`config.mk`:
```
export PLATFORM = sky130hd
export DESIGN_NAME = pfi_flags
export DESIGN_NICKNAME = d
export VERILOG_FILES = /design/src/logic/pfi_pkg.sv /design/src/logic/pfi_flags.sv
export SDC_FILE = /design/constraint.sdc
export NUM_CORES = 1
export LEC_CHECK = 0
export ABC_AREA = 1
export BUFFER_PORTS_ARGS = -buffer_cell sky130_fd_sc_hd__buf_2
export CAP_MARGIN = 20
export CORE_MARGIN = 1
export CORE_UTILIZATION = 51
export CTS_CLUSTER_SIZE = 24
export DETAILED_ROUTE_END_ITERATION = 12
export GPL_TIMING_DRIVEN = 0
export PLACE_DENSITY_LB_ADDON = 0.1
export SETUP_SLACK_MARGIN = 0.5
export SYNTH_ARGS = -nofsm -noshare
export SYNTH_HDL_FRONTEND = slang
export SYNTH_SLANG_ARGS = --single-unit
```
`constraint.sdc`:
```
create_clock -name i_core_clk -period 1.1 [get_ports i_core_clk]
set_input_delay 0.11 -clock i_core_clk [delete_from_list [all_inputs] [get_ports i_core_clk]]
set_output_delay 0.11 -clock i_core_clk [all_outputs]
set_load 0.01 [all_outputs]
```
`src/logic/pfi_pkg.sv`:
```
// Constants and carrier types for the peripheral interrupt flag block.
// Assumes one core clock and a simple strobed register port.
`default_nettype none

package pfi_pkg;

    // Register offsets, one byte register per address
    localparam logic [3:0] PFI_OFF_INT_CONTROL = 4'h0;
    localparam logic [3:0] PFI_OFF_REQUEST_1 = 4'h1;
    localparam logic [3:0] PFI_OFF_REQUEST_2 = 4'h2;
    localparam logic [3:0] PFI_OFF_REQUEST_3 = 4'h3;
    localparam logic [3:0] PFI_OFF_REQUEST_4 = 4'h4;
    localparam logic [3:0] PFI_OFF_ENABLE_1 = 4'h5;
    localparam logic [3:0] PFI_OFF_ENABLE_2 = 4'h6;
    localparam logic [3:0] PFI_OFF_ENABLE_3 = 4'h7;
    localparam logic [3:0] PFI_OFF_ENABLE_4 = 4'h8;
    localparam logic [3:0] PFI_OFF_IRQ_STATUS = 4'h9;
    localparam logic [3:0] PFI_OFF_IRQ_CLEAR = 4'ha;
    localparam logic [3:0] PFI_OFF_IRQ_ENABLE = 4'hb;

    // Implemented bits per request/enable pair; element 0 is pair 1
    localparam logic [3:0][7:0] PFI_IMPL_MASK = {
        8'h03, 8'h3a, 8'hf9, 8'hff};
    // Software-writable request bits; receive/transmit are read only
    localparam logic [3:0][7:0] PFI_REQ_WR_MASK = {
        8'h03, 8'h3a, 8'hf9, 8'hcf};

    // Interrupt control field positions
    localparam int PFI_CTL_GLOBAL_EN = 7;
    localparam int PFI_CTL_PERIPH_EN = 6;
    localparam int PFI_CTL_T0_EN = 5;
    localparam int PFI_CTL_EXT_EN = 4;
    localparam int PFI_CTL_CHG_EN = 3;
    localparam int PFI_CTL_T0_FLAG = 2;
    localparam int PFI_CTL_EXT_FLAG = 1;
    localparam int PFI_CTL_CHG_FLAG = 0;

    // Third request register field positions
    localparam int PFI_R3_CAPCMP4 = 5;
    localparam int PFI_R3_CAPCMP3 = 4;
    localparam int PFI_R3_TIMER6 = 3;
    localparam int PFI_R3_TIMER4 = 1;
    // Fourth request register field positions
    localparam int PFI_R4_COLLISION = 1;
    localparam int PFI_R4_DONE = 0;

    // Block event status bits
    localparam int PFI_ST_COLLISION = 0;
    localparam int PFI_ST_DONE = 1;
    localparam int PFI_ST_TIMER = 2;
    localparam int PFI_ST_CAPCMP = 3;
    localparam int PFI_ST_CORE_REQ = 4;
    localparam logic [4:0] PFI_ST_MASK = 5'h1f;

    // Reset values
    localparam logic [7:0] PFI_RST_BYTE = 8'h00;
    localparam logic [4:0] PFI_RST_ST = 5'h00;

    typedef struct packed {
        logic timer0_ovf;
        logic ext_pin;
        logic change_notify;
        logic [7:0] req1_set;
        logic [7:0] req2_set;
        logic capcmp4;
        logic capcmp3;
        logic timer6_match;
        logic timer4_match;
        logic serial2_collision;
        logic serial2_done;
    } pfi_event_type;

    typedef struct packed {
        logic wr;
        logic rd;
        logic [3:0] addr;
        logic [7:0] wdata;
    } pfi_bus_req_type;

endpackage

`default_nettype wire

```
`src/logic/pfi_flags.sv`:
```
// Peripheral interrupt flag, enable and request logic.
// Assumes event inputs synchronous to the core clock, high for one or
// more cycles; the register port never stalls.
`timescale 1ns/1ns
`default_nettype none

module pfi_flags
    import pfi_pkg::*;
(
    input wire logic i_core_clk,
    input wire logic i_reset_n,
    input wire pfi_bus_req_type i_bus,
    input wire pfi_event_type i_events,
    output logic [7:0] o_rdata,
    output logic o_core_irq,
    output logic o_irq
);

    logic [7:0] ctl_r;
    logic [3:0][7:0] req_r;
    logic [3:0][7:0] en_r;
    logic [4:0] st_r;
    logic [4:0] st_en_r;
    logic [7:0] rdata_r;
    logic core_irq_r;
    logic irq_r;

    logic [3:0][7:0] set_vec;
    logic [3:0] wr_req;
    logic [3:0] wr_en;
    logic wr_ctl;
    logic wr_st_clr;
    logic wr_st_en;
    logic [2:0] ctl_set;
    logic periph_pend;
    logic core_pend;
    logic core_irq_nxt;
    logic [4:0] st_set;
    logic [7:0] rdata_nxt;

    logic capcmp4_flag;
    logic capcmp3_flag;
    logic timer6_match_flag;
    logic timer4_match_flag;
    logic serial2_collision_flag;
    logic serial2_done_flag;
    logic capcmp4_enable;
    logic capcmp3_enable;
    logic timer6_match_enable;
    logic timer4_match_enable;
    logic serial2_collision_enable;
    logic serial2_done_enable;
    logic global_irq_enable;
    logic peripheral_irq_enable;
    logic timer0_flag;
    logic timer0_enable;
    logic ext_pin_flag;
    logic ext_pin_enable;
    logic change_flag;
    logic change_enable;
    logic core_src_pend;

    // Write decode
    always_comb begin
        wr_ctl = 1'b0;
        wr_req = 4'h0;
        wr_en = 4'h0;
        wr_st_clr = 1'b0;
        wr_st_en = 1'b0;
        if (i_bus.wr) begin
            if (i_bus.addr == PFI_OFF_INT_CONTROL) begin
                wr_ctl = 1'b1;
            end else if (i_bus.addr == PFI_OFF_REQUEST_1) begin
                wr_req[0] = 1'b1;
            end else if (i_bus.addr == PFI_OFF_REQUEST_2) begin
                wr_req[1] = 1'b1;
            end else if (i_bus.addr == PFI_OFF_REQUEST_3) begin
                wr_req[2] = 1'b1;
            end else if (i_bus.addr == PFI_OFF_REQUEST_4) begin
                wr_req[3] = 1'b1;
            end else if (i_bus.addr == PFI_OFF_ENABLE_1) begin
                wr_en[0] = 1'b1;
            end else if (i_bus.addr == PFI_OFF_ENABLE_2) begin
                wr_en[1] = 1'b1;
            end else if (i_bus.addr == PFI_OFF_ENABLE_3) begin
                wr_en[2] = 1'b1;
            end else if (i_bus.addr == PFI_OFF_ENABLE_4) begin
                wr_en[3] = 1'b1;
            end else if (i_bus.addr == PFI_OFF_IRQ_CLEAR) begin
                wr_st_clr = 1'b1;
            end else if (i_bus.addr == PFI_OFF_IRQ_ENABLE) begin
                wr_st_en = 1'b1;
            end
        end
    end

    // Hardware set vectors per request register
    always_comb begin
        set_vec[0] = i_events.req1_set;
        set_vec[1] = i_events.req2_set;
        set_vec[2] = 8'h00;
        set_vec[3] = 8'h00;
        set_vec[2][PFI_R3_CAPCMP4] = i_events.capcmp4;
        set_vec[2][PFI_R3_CAPCMP3] = i_events.capcmp3;
        set_vec[2][PFI_R3_TIMER6] = i_events.timer6_match;
        set_vec[2][PFI_R3_TIMER4] = i_events.timer4_match;
        set_vec[3][PFI_R4_COLLISION] = i_events.serial2_collision;
        set_vec[3][PFI_R4_DONE] = i_events.serial2_done;
    end

    // Request and enable registers, one pair per index
    genvar g;
    generate
        for (g = 0; g < 4; g++) begin : g_pair
            always_ff @(posedge i_core_clk or negedge i_reset_n) begin
                if (!i_reset_n) begin
                    req_r[g] <= PFI_RST_BYTE;
                end else if (wr_req[g]) begin
                    req_r[g] <= ((i_bus.wdata & PFI_REQ_WR_MASK[g])
                        | (req_r[g] & ~PFI_REQ_WR_MASK[g])
                        | set_vec[g]) & PFI_IMPL_MASK[g];
                end else begin
                    req_r[g] <= (req_r[g] | set_vec[g]) & PFI_IMPL_MASK[g];
                end
            end

            always_ff @(posedge i_core_clk or negedge i_reset_n) begin
                if (!i_reset_n) begin
                    en_r[g] <= PFI_RST_BYTE;
                end else if (wr_en[g]) begin
                    en_r[g] <= i_bus.wdata & PFI_IMPL_MASK[g];
                end
            end
        end
    endgenerate

    // Core-side flags of the control register
    always_comb begin
        ctl_set = 3'h0;
        ctl_set[PFI_CTL_T0_FLAG] = i_events.timer0_ovf;
        ctl_set[PFI_CTL_EXT_FLAG] = i_events.ext_pin;
        ctl_set[PFI_CTL_CHG_FLAG] = i_events.change_notify;
    end

    // control enables, bits 7 to 3
    always_ff @(posedge i_core_clk or negedge i_reset_n) begin
        if (!i_reset_n) begin
            ctl_r[7:3] <= PFI_RST_BYTE[7:3];
        end else if (wr_ctl) begin
            ctl_r[7:3] <= i_bus.wdata[7:3];
        end
    end

    // control flags, bits 2 to 0
    always_ff @(posedge i_core_clk or negedge i_reset_n) begin
        if (!i_reset_n) begin
            ctl_r[2:0] <= PFI_RST_BYTE[2:0];
        end else if (wr_ctl) begin
            ctl_r[2:0] <= i_bus.wdata[2:0] | ctl_set;
        end else begin
            ctl_r[2:0] <= ctl_r[2:0] | ctl_set;
        end
    end

    // Named views of the flags and enables
    always_comb begin
        capcmp4_flag = req_r[2][PFI_R3_CAPCMP4];
        capcmp3_flag = req_r[2][PFI_R3_CAPCMP3];
        timer6_match_flag = req_r[2][PFI_R3_TIMER6];
        timer4_match_flag = req_r[2][PFI_R3_TIMER4];
        serial2_collision_flag = req_r[3][PFI_R4_COLLISION];
        serial2_done_flag = req_r[3][PFI_R4_DONE];
        capcmp4_enable = en_r[2][PFI_R3_CAPCMP4];
        capcmp3_enable = en_r[2][PFI_R3_CAPCMP3];
        timer6_match_enable = en_r[2][PFI_R3_TIMER6];
        timer4_match_enable = en_r[2][PFI_R3_TIMER4];
        serial2_collision_enable = en_r[3][PFI_R4_COLLISION];
        serial2_done_enable = en_r[3][PFI_R4_DONE];
        global_irq_enable = ctl_r[PFI_CTL_GLOBAL_EN];
        peripheral_irq_enable = ctl_r[PFI_CTL_PERIPH_EN];
        timer0_flag = ctl_r[PFI_CTL_T0_FLAG];
        timer0_enable = ctl_r[PFI_CTL_T0_EN];
        ext_pin_flag = ctl_r[PFI_CTL_EXT_FLAG];
        ext_pin_enable = ctl_r[PFI_CTL_EXT_EN];
        change_flag = ctl_r[PFI_CTL_CHG_FLAG];
        change_enable = ctl_r[PFI_CTL_CHG_EN];
    end

    always_comb begin
        periph_pend = 1'b0;
        for (int i = 0; i < 2; i++) begin
            periph_pend = periph_pend | (|(req_r[i] & en_r[i]));
        end
        periph_pend = periph_pend
            | (capcmp4_flag & capcmp4_enable)
            | (capcmp3_flag & capcmp3_enable)
            | (timer6_match_flag & timer6_match_enable)
            | (timer4_match_flag & timer4_match_enable)
            | (serial2_collision_flag & serial2_collision_enable)
            | (serial2_done_flag & serial2_done_enable);
        periph_pend = periph_pend & peripheral_irq_enable;
    end

    // Core-side sources of the control register
    always_comb begin
        core_src_pend = (timer0_flag & timer0_enable)
            | (ext_pin_flag & ext_pin_enable)
            | (change_flag & change_enable);
    end

    always_comb begin
        core_pend = periph_pend | core_src_pend;
        core_irq_nxt = core_pend & global_irq_enable;
    end

    always_ff @(posedge i_core_clk or negedge i_reset_n) begin
        if (!i_reset_n) begin
            core_irq_r <= 1'b0;
        end else begin
            core_irq_r <= core_irq_nxt;
        end
    end

    // Block event status sources
    always_comb begin
        st_set = 5'h00;
        st_set[PFI_ST_COLLISION] = i_events.serial2_collision;
        st_set[PFI_ST_DONE] = i_events.serial2_done;
        st_set[PFI_ST_TIMER] = i_events.timer4_match
            | i_events.timer6_match;
        st_set[PFI_ST_CAPCMP] = i_events.capcmp3 | i_events.capcmp4;
        st_set[PFI_ST_CORE_REQ] = core_irq_nxt & ~core_irq_r;
    end

    // Sticky status, write one to clear, set wins
    genvar s;
    generate
        for (s = 0; s < 5; s++) begin : g_status
            always_ff @(posedge i_core_clk or negedge i_reset_n) begin
                if (!i_reset_n) begin
                    st_r[s] <= PFI_RST_ST[s];
                end else if (st_set[s]) begin
                    st_r[s] <= 1'b1;
                end else if (wr_st_clr && i_bus.wdata[s]) begin
                    st_r[s] <= 1'b0;
                end
            end
        end
    endgenerate

    always_ff @(posedge i_core_clk or negedge i_reset_n) begin
        if (!i_reset_n) begin
            st_en_r <= PFI_RST_ST;
        end else if (wr_st_en) begin
            st_en_r <= i_bus.wdata[4:0] & PFI_ST_MASK;
        end
    end

    always_ff @(posedge i_core_clk or negedge i_reset_n) begin
        if (!i_reset_n) begin
            irq_r <= 1'b0;
        end else begin
            irq_r <= |((st_r | st_set) & st_en_r);
        end
    end

    // Read mux; unmapped and write-only addresses read zero
    always_comb begin
        rdata_nxt = 8'h00;
        if (i_bus.addr == PFI_OFF_INT_CONTROL) begin
            rdata_nxt = ctl_r;
        end else if (i_bus.addr == PFI_OFF_REQUEST_1) begin
            rdata_nxt = req_r[0];
        end else if (i_bus.addr == PFI_OFF_REQUEST_2) begin
            rdata_nxt = req_r[1];
        end else if (i_bus.addr == PFI_OFF_REQUEST_3) begin
            rdata_nxt = req_r[2];
        end else if (i_bus.addr == PFI_OFF_REQUEST_4) begin
            rdata_nxt = req_r[3];
        end else if (i_bus.addr == PFI_OFF_ENABLE_1) begin
            rdata_nxt = en_r[0];
        end else if (i_bus.addr == PFI_OFF_ENABLE_2) begin
            rdata_nxt = en_r[1];
        end else if (i_bus.addr == PFI_OFF_ENABLE_3) begin
            rdata_nxt = en_r[2];
        end else if (i_bus.addr == PFI_OFF_ENABLE_4) begin
            rdata_nxt = en_r[3];
        end else if (i_bus.addr == PFI_OFF_IRQ_STATUS) begin
            rdata_nxt = {3'h0, st_r};
        end else if (i_bus.addr == PFI_OFF_IRQ_CLEAR) begin
            rdata_nxt = 8'h00;
        end else if (i_bus.addr == PFI_OFF_IRQ_ENABLE) begin
            rdata_nxt = {3'h0, st_en_r};
        end
    end

    // Read data only in the cycle after the strobe
    always_ff @(posedge i_core_clk or negedge i_reset_n) begin
        if (!i_reset_n) begin
            rdata_r <= PFI_RST_BYTE;
        end else if (i_bus.rd) begin
            rdata_r <= rdata_nxt;
        end else begin
            rdata_r <= PFI_RST_BYTE;
        end
    end

    assign o_rdata = rdata_r;
    assign o_core_irq = core_irq_r;
    assign o_irq = irq_r;

endmodule // pfi_flags

`default_nettype wire

```
# Yosys cells after proc, flatten, opt, wreduce, memory -nomap -nowiden
# Index checks and enable logic that the tools add are counted.
[classes] mux=75 n_reduce_logical=14 bitwise=43 n_eq_ne=11
[ops] cell="$mux 8" count=10
[ops] cell="$mux 1" count=45
[ops] cell="$mux 4" count=8
[ops] cell="$or 8x8->8" count=4
[ops] cell="$mux 5" count=4
[ops] cell="$and 8x8->8" count=2
[ops] cell="$eq 4x3->1 const B" count=4
[ops] cell="$eq 4x4->1 const B" count=4
[ops] cell="$reduce_or 8->1" count=2
[ops] cell="$and 1x1->1" count=12
[ops] cell="$mux 6" count=2
[ops] cell="$or 1x1->1" count=12
[ops] cell="$or 6x6->6" count=2
[ops] cell="$reduce_bool 2->1" count=5
[ops] cell="$mux 3" count=3
[ops] cell="$eq 4x2->1 const B" count=2
[ops] cell="$or 8x3->8" count=1
[ops] cell="$or 8x6->8" count=1
[ops] cell="$mux 2" count=3
[ops] cell="$or 3x3->3" count=2
[ops] cell="$or 6x3->6" count=1
[ops] cell="$and 5x5->5" count=1
[ops] cell="$logic_and 1x1->1" count=5
[ops] cell="$or 5x5->5" count=1
[ops] cell="6 further kinds" count=7
[word_totals] input_bits=41 wordCells=162 ff_bits=72 output_inout_bits=10

# Logic depth before layout (Yosys ltp)
[logic_depth] depth_word=16 depth_mapped=11 ltp_nobuf=11

# Worst setup path before layout
# Ideal clock, no wire load.
[synth_path] kind="register to register" start="register en_r[8] (netlist name)" end="register irq_r, in the netlist o_irq" period_less_slack_ps=1143 t_required_ps=983 path_slack_ps=-43 path_buffers=0 stages_incl_launch_ff=11 arrival_ps=1026 setup_ps=117 path_cell_list="dfrtp_1 > nand2_1 > nand2_1 > nor2_1 > nand3_1 > o21bai_1 > nand2_1 > nand3_1 > nand2_1 > nand2_1 > nand2_1"
[synth_via] elab_chain_len=16
[synth_lines] item="start: declaration" line="pfi_flags.sv:21" rtl="logic [3:0][7:0] en_r;"
[synth_lines] item="start signal: indexed assignment" line="pfi_flags.sv:131" rtl="en_r[g] <= i_bus.wdata & PFI_IMPL_MASK[g];"
[synth_lines] item="$and 8x8->8" line="pfi_flags.sv:192" rtl="periph_pend = periph_pend | (|(req_r[i] & en_r[i]));"
[synth_lines] item="$reduce_or 8->1" line="pfi_flags.sv:192"
[synth_lines] item="$or 1x1->1" line="pfi_flags.sv:192"
[synth_lines] item="$or 1x1->1" line="pfi_flags.sv:195" rtl="| (capcmp4_flag & capcmp4_enable)"
[synth_lines] item="$or 1x1->1" line="pfi_flags.sv:196" rtl="| (capcmp3_flag & capcmp3_enable)"
[synth_lines] item="$or 1x1->1" line="pfi_flags.sv:197" rtl="| (timer6_match_flag & timer6_match_enable)"
[synth_lines] item="$or 1x1->1" line="pfi_flags.sv:198" rtl="| (timer4_match_flag & timer4_match_enable)"
[synth_lines] item="$or 1x1->1" line="pfi_flags.sv:199" rtl="| (serial2_collision_flag & serial2_collision_enable)"
[synth_lines] item="$or 1x1->1" line="pfi_flags.sv:200" rtl="| (serial2_done_flag & serial2_done_enable);"
[synth_lines] item="$and 1x1->1" line="pfi_flags.sv:201" rtl="periph_pend = periph_pend & peripheral_irq_enable;"
[synth_lines] item="$or 1x1->1" line="pfi_flags.sv:212" rtl="core_pend = periph_pend | core_src_pend;"
[synth_lines] item="$and 1x1->1" line="pfi_flags.sv:213" rtl="core_irq_nxt = core_pend & global_irq_enable;"
[synth_lines] item="$and 1x1->1" line="pfi_flags.sv:232" rtl="st_set[PFI_ST_CORE_REQ] = core_irq_nxt & ~core_irq_r;"
[synth_lines] item="$or 5x5->5" line="pfi_flags.sv:263" rtl="irq_r <= |((st_r | st_set) & st_en_r);"
[synth_lines] item="$and 5x5->5" line="pfi_flags.sv:263"
[synth_lines] item="$reduce_or 5->1" line="pfi_flags.sv:263"
[synth_lines] item="end signal: assignment" line="pfi_flags.sv:263"
[synth_lines] item="end: declaration" line="pfi_flags.sv:26" rtl="logic irq_r;"
# Every way passes these cells.
# A chain may end at the register's enable or synchronous reset.

# Final worst setup path
[layout_path] start="register req_r[3] (netlist name)" end="register irq_r, in the netlist o_irq"
[layout_via] elab_chain_len=16
[layout_lines] item="start: declaration" line="pfi_flags.sv:20" rtl="logic [3:0][7:0] req_r;"
[layout_lines] item="start signal: indexed assignment" line="pfi_flags.sv:119" rtl="req_r[g] <= ((i_bus.wdata & PFI_REQ_WR_MASK[g])"
[layout_lines] item="start signal: indexed assignment" line="pfi_flags.sv:123" rtl="req_r[g] <= (req_r[g] | set_vec[g]) & PFI_IMPL_MASK[g];"
[layout_lines] item="$and 8x8->8" line="pfi_flags.sv:192"
[layout_lines] item="$reduce_or 8->1" line="pfi_flags.sv:192"
[layout_lines] item="$or 1x1->1" line="pfi_flags.sv:192"
[layout_lines] item="$or 1x1->1" line="pfi_flags.sv:195"
[layout_lines] item="$or 1x1->1" line="pfi_flags.sv:196"
[layout_lines] item="$or 1x1->1" line="pfi_flags.sv:197"
[layout_lines] item="$or 1x1->1" line="pfi_flags.sv:198"
[layout_lines] item="$or 1x1->1" line="pfi_flags.sv:199"
[layout_lines] item="$or 1x1->1" line="pfi_flags.sv:200"
[layout_lines] item="$and 1x1->1" line="pfi_flags.sv:201"
[layout_lines] item="$or 1x1->1" line="pfi_flags.sv:212"
[layout_lines] item="$and 1x1->1" line="pfi_flags.sv:213"
[layout_lines] item="$and 1x1->1" line="pfi_flags.sv:232"
[layout_lines] item="$or 5x5->5" line="pfi_flags.sv:263"
[layout_lines] item="$and 5x5->5" line="pfi_flags.sv:263"
[layout_lines] item="$reduce_or 5->1" line="pfi_flags.sv:263"
# Every way passes these cells.

==> impl_metrics.json <==
{
  "synth_compound_area_frac": 0.198,
  "clk_pin_slew_worst_paths_ps": 80,
  "ys_warn_count": 0,
  "die_x_um": 82.0,
  "arrival_ps": 1760,
  "cp_top_family": "simple AND/OR/NAND/NOR gates",
  "fin_crit_sh": 1.38,
  "r2r_end": "o_irq",
  "met2_usage": 0.537,
  "synthMuxAreaShare": 0,
  "synth_fp_nets": 451,
  "p_sw_w": 0.00213,
  "fmax_mhz": 659,
  "violations": "negative hold slack, negative setup slack",
  "rows": 28,
  "max-slew-margin-rel": 0.588,
  "worst_hold_slack_ps": -256,
  "intPower_w": 0.00452,
  "synth_top_area_frac": 0.522,
  "drc": 0,
  "pwr_density_cell_nw_per_um2": 1330,
  "yosysTopAreaCell": "dfrtp_1",
  "portBuffers": 48,
  "p_leak_nw": 2.22,
  "antenna_found_initial": 0,
  "grt_max_degree": 69,
  "required_ps": 1340,
  "ys_ff_latch": 68,
  "regArea_um2": 1700,
  "synthCells": 410,
  "max_cap_viol_count": 0,
  "syn-cell-area_um2": 3260,
  "fin_ws_ps": -417,
  "seqPwrFrac": 0.457,
  "slew_viol_final": 0,
  "rsz0062_at_grt": "true",
  "setup.worst_path.end_class": "flip-flop",
  "dieHeight_um": 82.0,
  "ys_seq_area_frac": 0.522,
  "use_met3": 0.0878,
  "hold_class": "in2async",
  "via_per_inst": 5.90,
  "combinationalPowerShare": 0.238,
  "critPathMaxFanout": 3,
  "first_pass_iters": 8,
  "grt_usage": 0.346,
  "fin_skew_ps": 9.98,
  "met1_usage": 0.457,
  "grt_pass1_wl_um": 16700,
  "fin_cells": 602,
  "core_area_um2": 6060,
  "grt_overflow": 0,
  "slowest_stage": "dfrtp_1",
  "gr-max-usage-layer": "met2",
  "synthXorXnorAreaFrac": 0,
  "cp-start-kind": "flip-flop",
  "final_cell_mix": "nand2_1 (77), dfrtp_1 (67), buf_2 (41)",
  "htreeDepth": 3,
  "cts_made_buffers": 9,
  "start_util": 0.538,
  "hpwlAfterDp_um": 6510,
  "routabilityCongestion": 0.918,
  "cts_root_buf": "clkbuf_8",
  "fillerInstances": 368,
  "synthAdderAreaFrac": 0,
  "layout_commonest_cell": "nand2_1",
  "synth_cell_type_count": 21,
  "final_nets": 563,
  "multi_input_area_um2": 1830,
  "ys_top_cells_by_area": "dfrtp_1 (52%), nand2_1 (12%), o21ai_0 (8.9%)",
  "rr_startpoint": "req_r[3]",
  "drive_above_1_share": 0.472,
  "ir_drop_mv": 1.13,
  "drt_iter0_drc": 489,
  "syn_to_final_growth_pct": 52.6,
  "grt_pass1_vias": 3376,
  "timing.final.hold_violations": 86,
  "worst_pin_slew_ps": 618,
  "ant_nets": 0,
  "status": "finished, violations left",
  "dieArea_um2": 6720,
  "cp_common_cell": "nand2_1",
  "finalCriticalPeriod_ps": 1520,
  "cp_cell_sequence": "nand2_1 > nand2_1 > nor2_1 > nand2_1 > o21bai_1 > nand2_1 > nand3_2 > nand2_1 > nand2_1 > nand2_1",
  "place_inst": 533,
  "drt-total-wl_um": 11900,
  "drt-wirelength-per-cell_um": 19.8,
  "rrSetupSlack_ps": -420,
  "synth_top_family_by_area": "simple AND/OR/NAND/NOR gates",
  "insertion_delay_ps": 360,
  "num_antenna_cells": 0,
  "synth-simple-area-share": 0.208,
  "sw_frac_of_total": 0.320,
  "cts_sinks": 68,
  "rr_worst_depth": 10,
  "finalSetupViolations": 7,
  "path_buf_inv": 0,
  "io_pins": 51,
  "max_stage_delay_ps": 450,
  "avgSynthCellArea_um2": 7.96,
  "cts_buffer_depth": 2,
  "vias": 3550,
  "p_clk_frac": 0.305,
  "cts_tree": "yes",
  "worstSetupPathType": "reg2reg"
}
==> synth_stat cells, drive strengths merged <==
cell type / number
o22ai: 7
nor2: 42
nand3b: 1
nand2: 102
nor3: 6
o21bai: 2
dfrtp: 68
o21ai: 64
buf: 6
nand3: 5
inv: 51
a21boi: 1
or2: 3
a21oi: 52
==> sequential cells by signal (all words and copies together) (netlist names), 5 cells and up <==
register	flops
o_rdata	8
st_r	5
st_en_r	5
ctl_r	6
req_r	18
en_r	18
==> power by group through the flow <==
stage	logic [W]	clock network (W)	registers, W
after floorplan	0.000656	0	0.00301
after global placement	0.00102	0	0.00303
after detailed placement	0.00104	0	0.00304
after CTS	0.00125	0.00199	0.00301
after global routing	0.00171	0.00214	0.00306
final	0.00158	0.00202	0.00304
==> worst max path at each step <==
stage	to	slack, ps	cells after the start	startpoint
after floorplan	o_irq	-40	10	req_r[6]
after global placement	ctl_r[4]	-420	1	i_reset_n
after detailed placement	o_rdata[7]	-460	8	i_bus[11]
after CTS	o_irq	-280	10	en_r[25]
after global routing	o_irq	-490	10	req_r[3]
final	o_irq	-420	10	req_r[3]
==> logic make-up after synthesis <==
kind of cell | Yosys count
flops | 68
compound gates | 126
buf+inv | 57
simple gates | 159
==> metal layers <==
layer | share of wire | up-vias
met4 | 0.053 | 0
met3 | 0.080 | 71
met1 | 0.39 | 1709
li1 | - | 1569
met2 | 0.47 | 201
met5 | 0 | -
==> area by class of cell <==
cell class / count / share of cell area
multi-input combinational: 286 / 0.368
sequential: 68 / 0.342
timing repair buffer: 100 / 0.173
inverter: 51 / 0.0470
clock buffer: 11 / 0.0264
tap: 75 / 0.0188
buffer: 6 / 0.0146
clock inverter: 5 / 0.0106
==> stage by stage <==
step                      TNS, ps  utilization  area, um^2  total power [W]  setup WS (ps)
final                       -1230        0.821        4980          0.00664           -417
after global routing        -1820        0.821        4980          0.00691           -490
after CTS                    -577        0.761        4610          0.00624           -281
after detailed placement   -12450        0.627        3800          0.00408           -455
after global placement     -39860        0.627        3800          0.00405           -421
after floorplan             -56.6            -        3460          0.00366          -43.1
==> repair_timing <==
item                                    CTS  global route
pin swaps                                29            39
gates cloned                              5             0
gates resized for setup                  89            64
buffers inserted                         32            16
hold endpoints to repair                 86            86
endpoints found under the setup margin   78            78
Note: power is estimated with default switching activity, not from simulation.
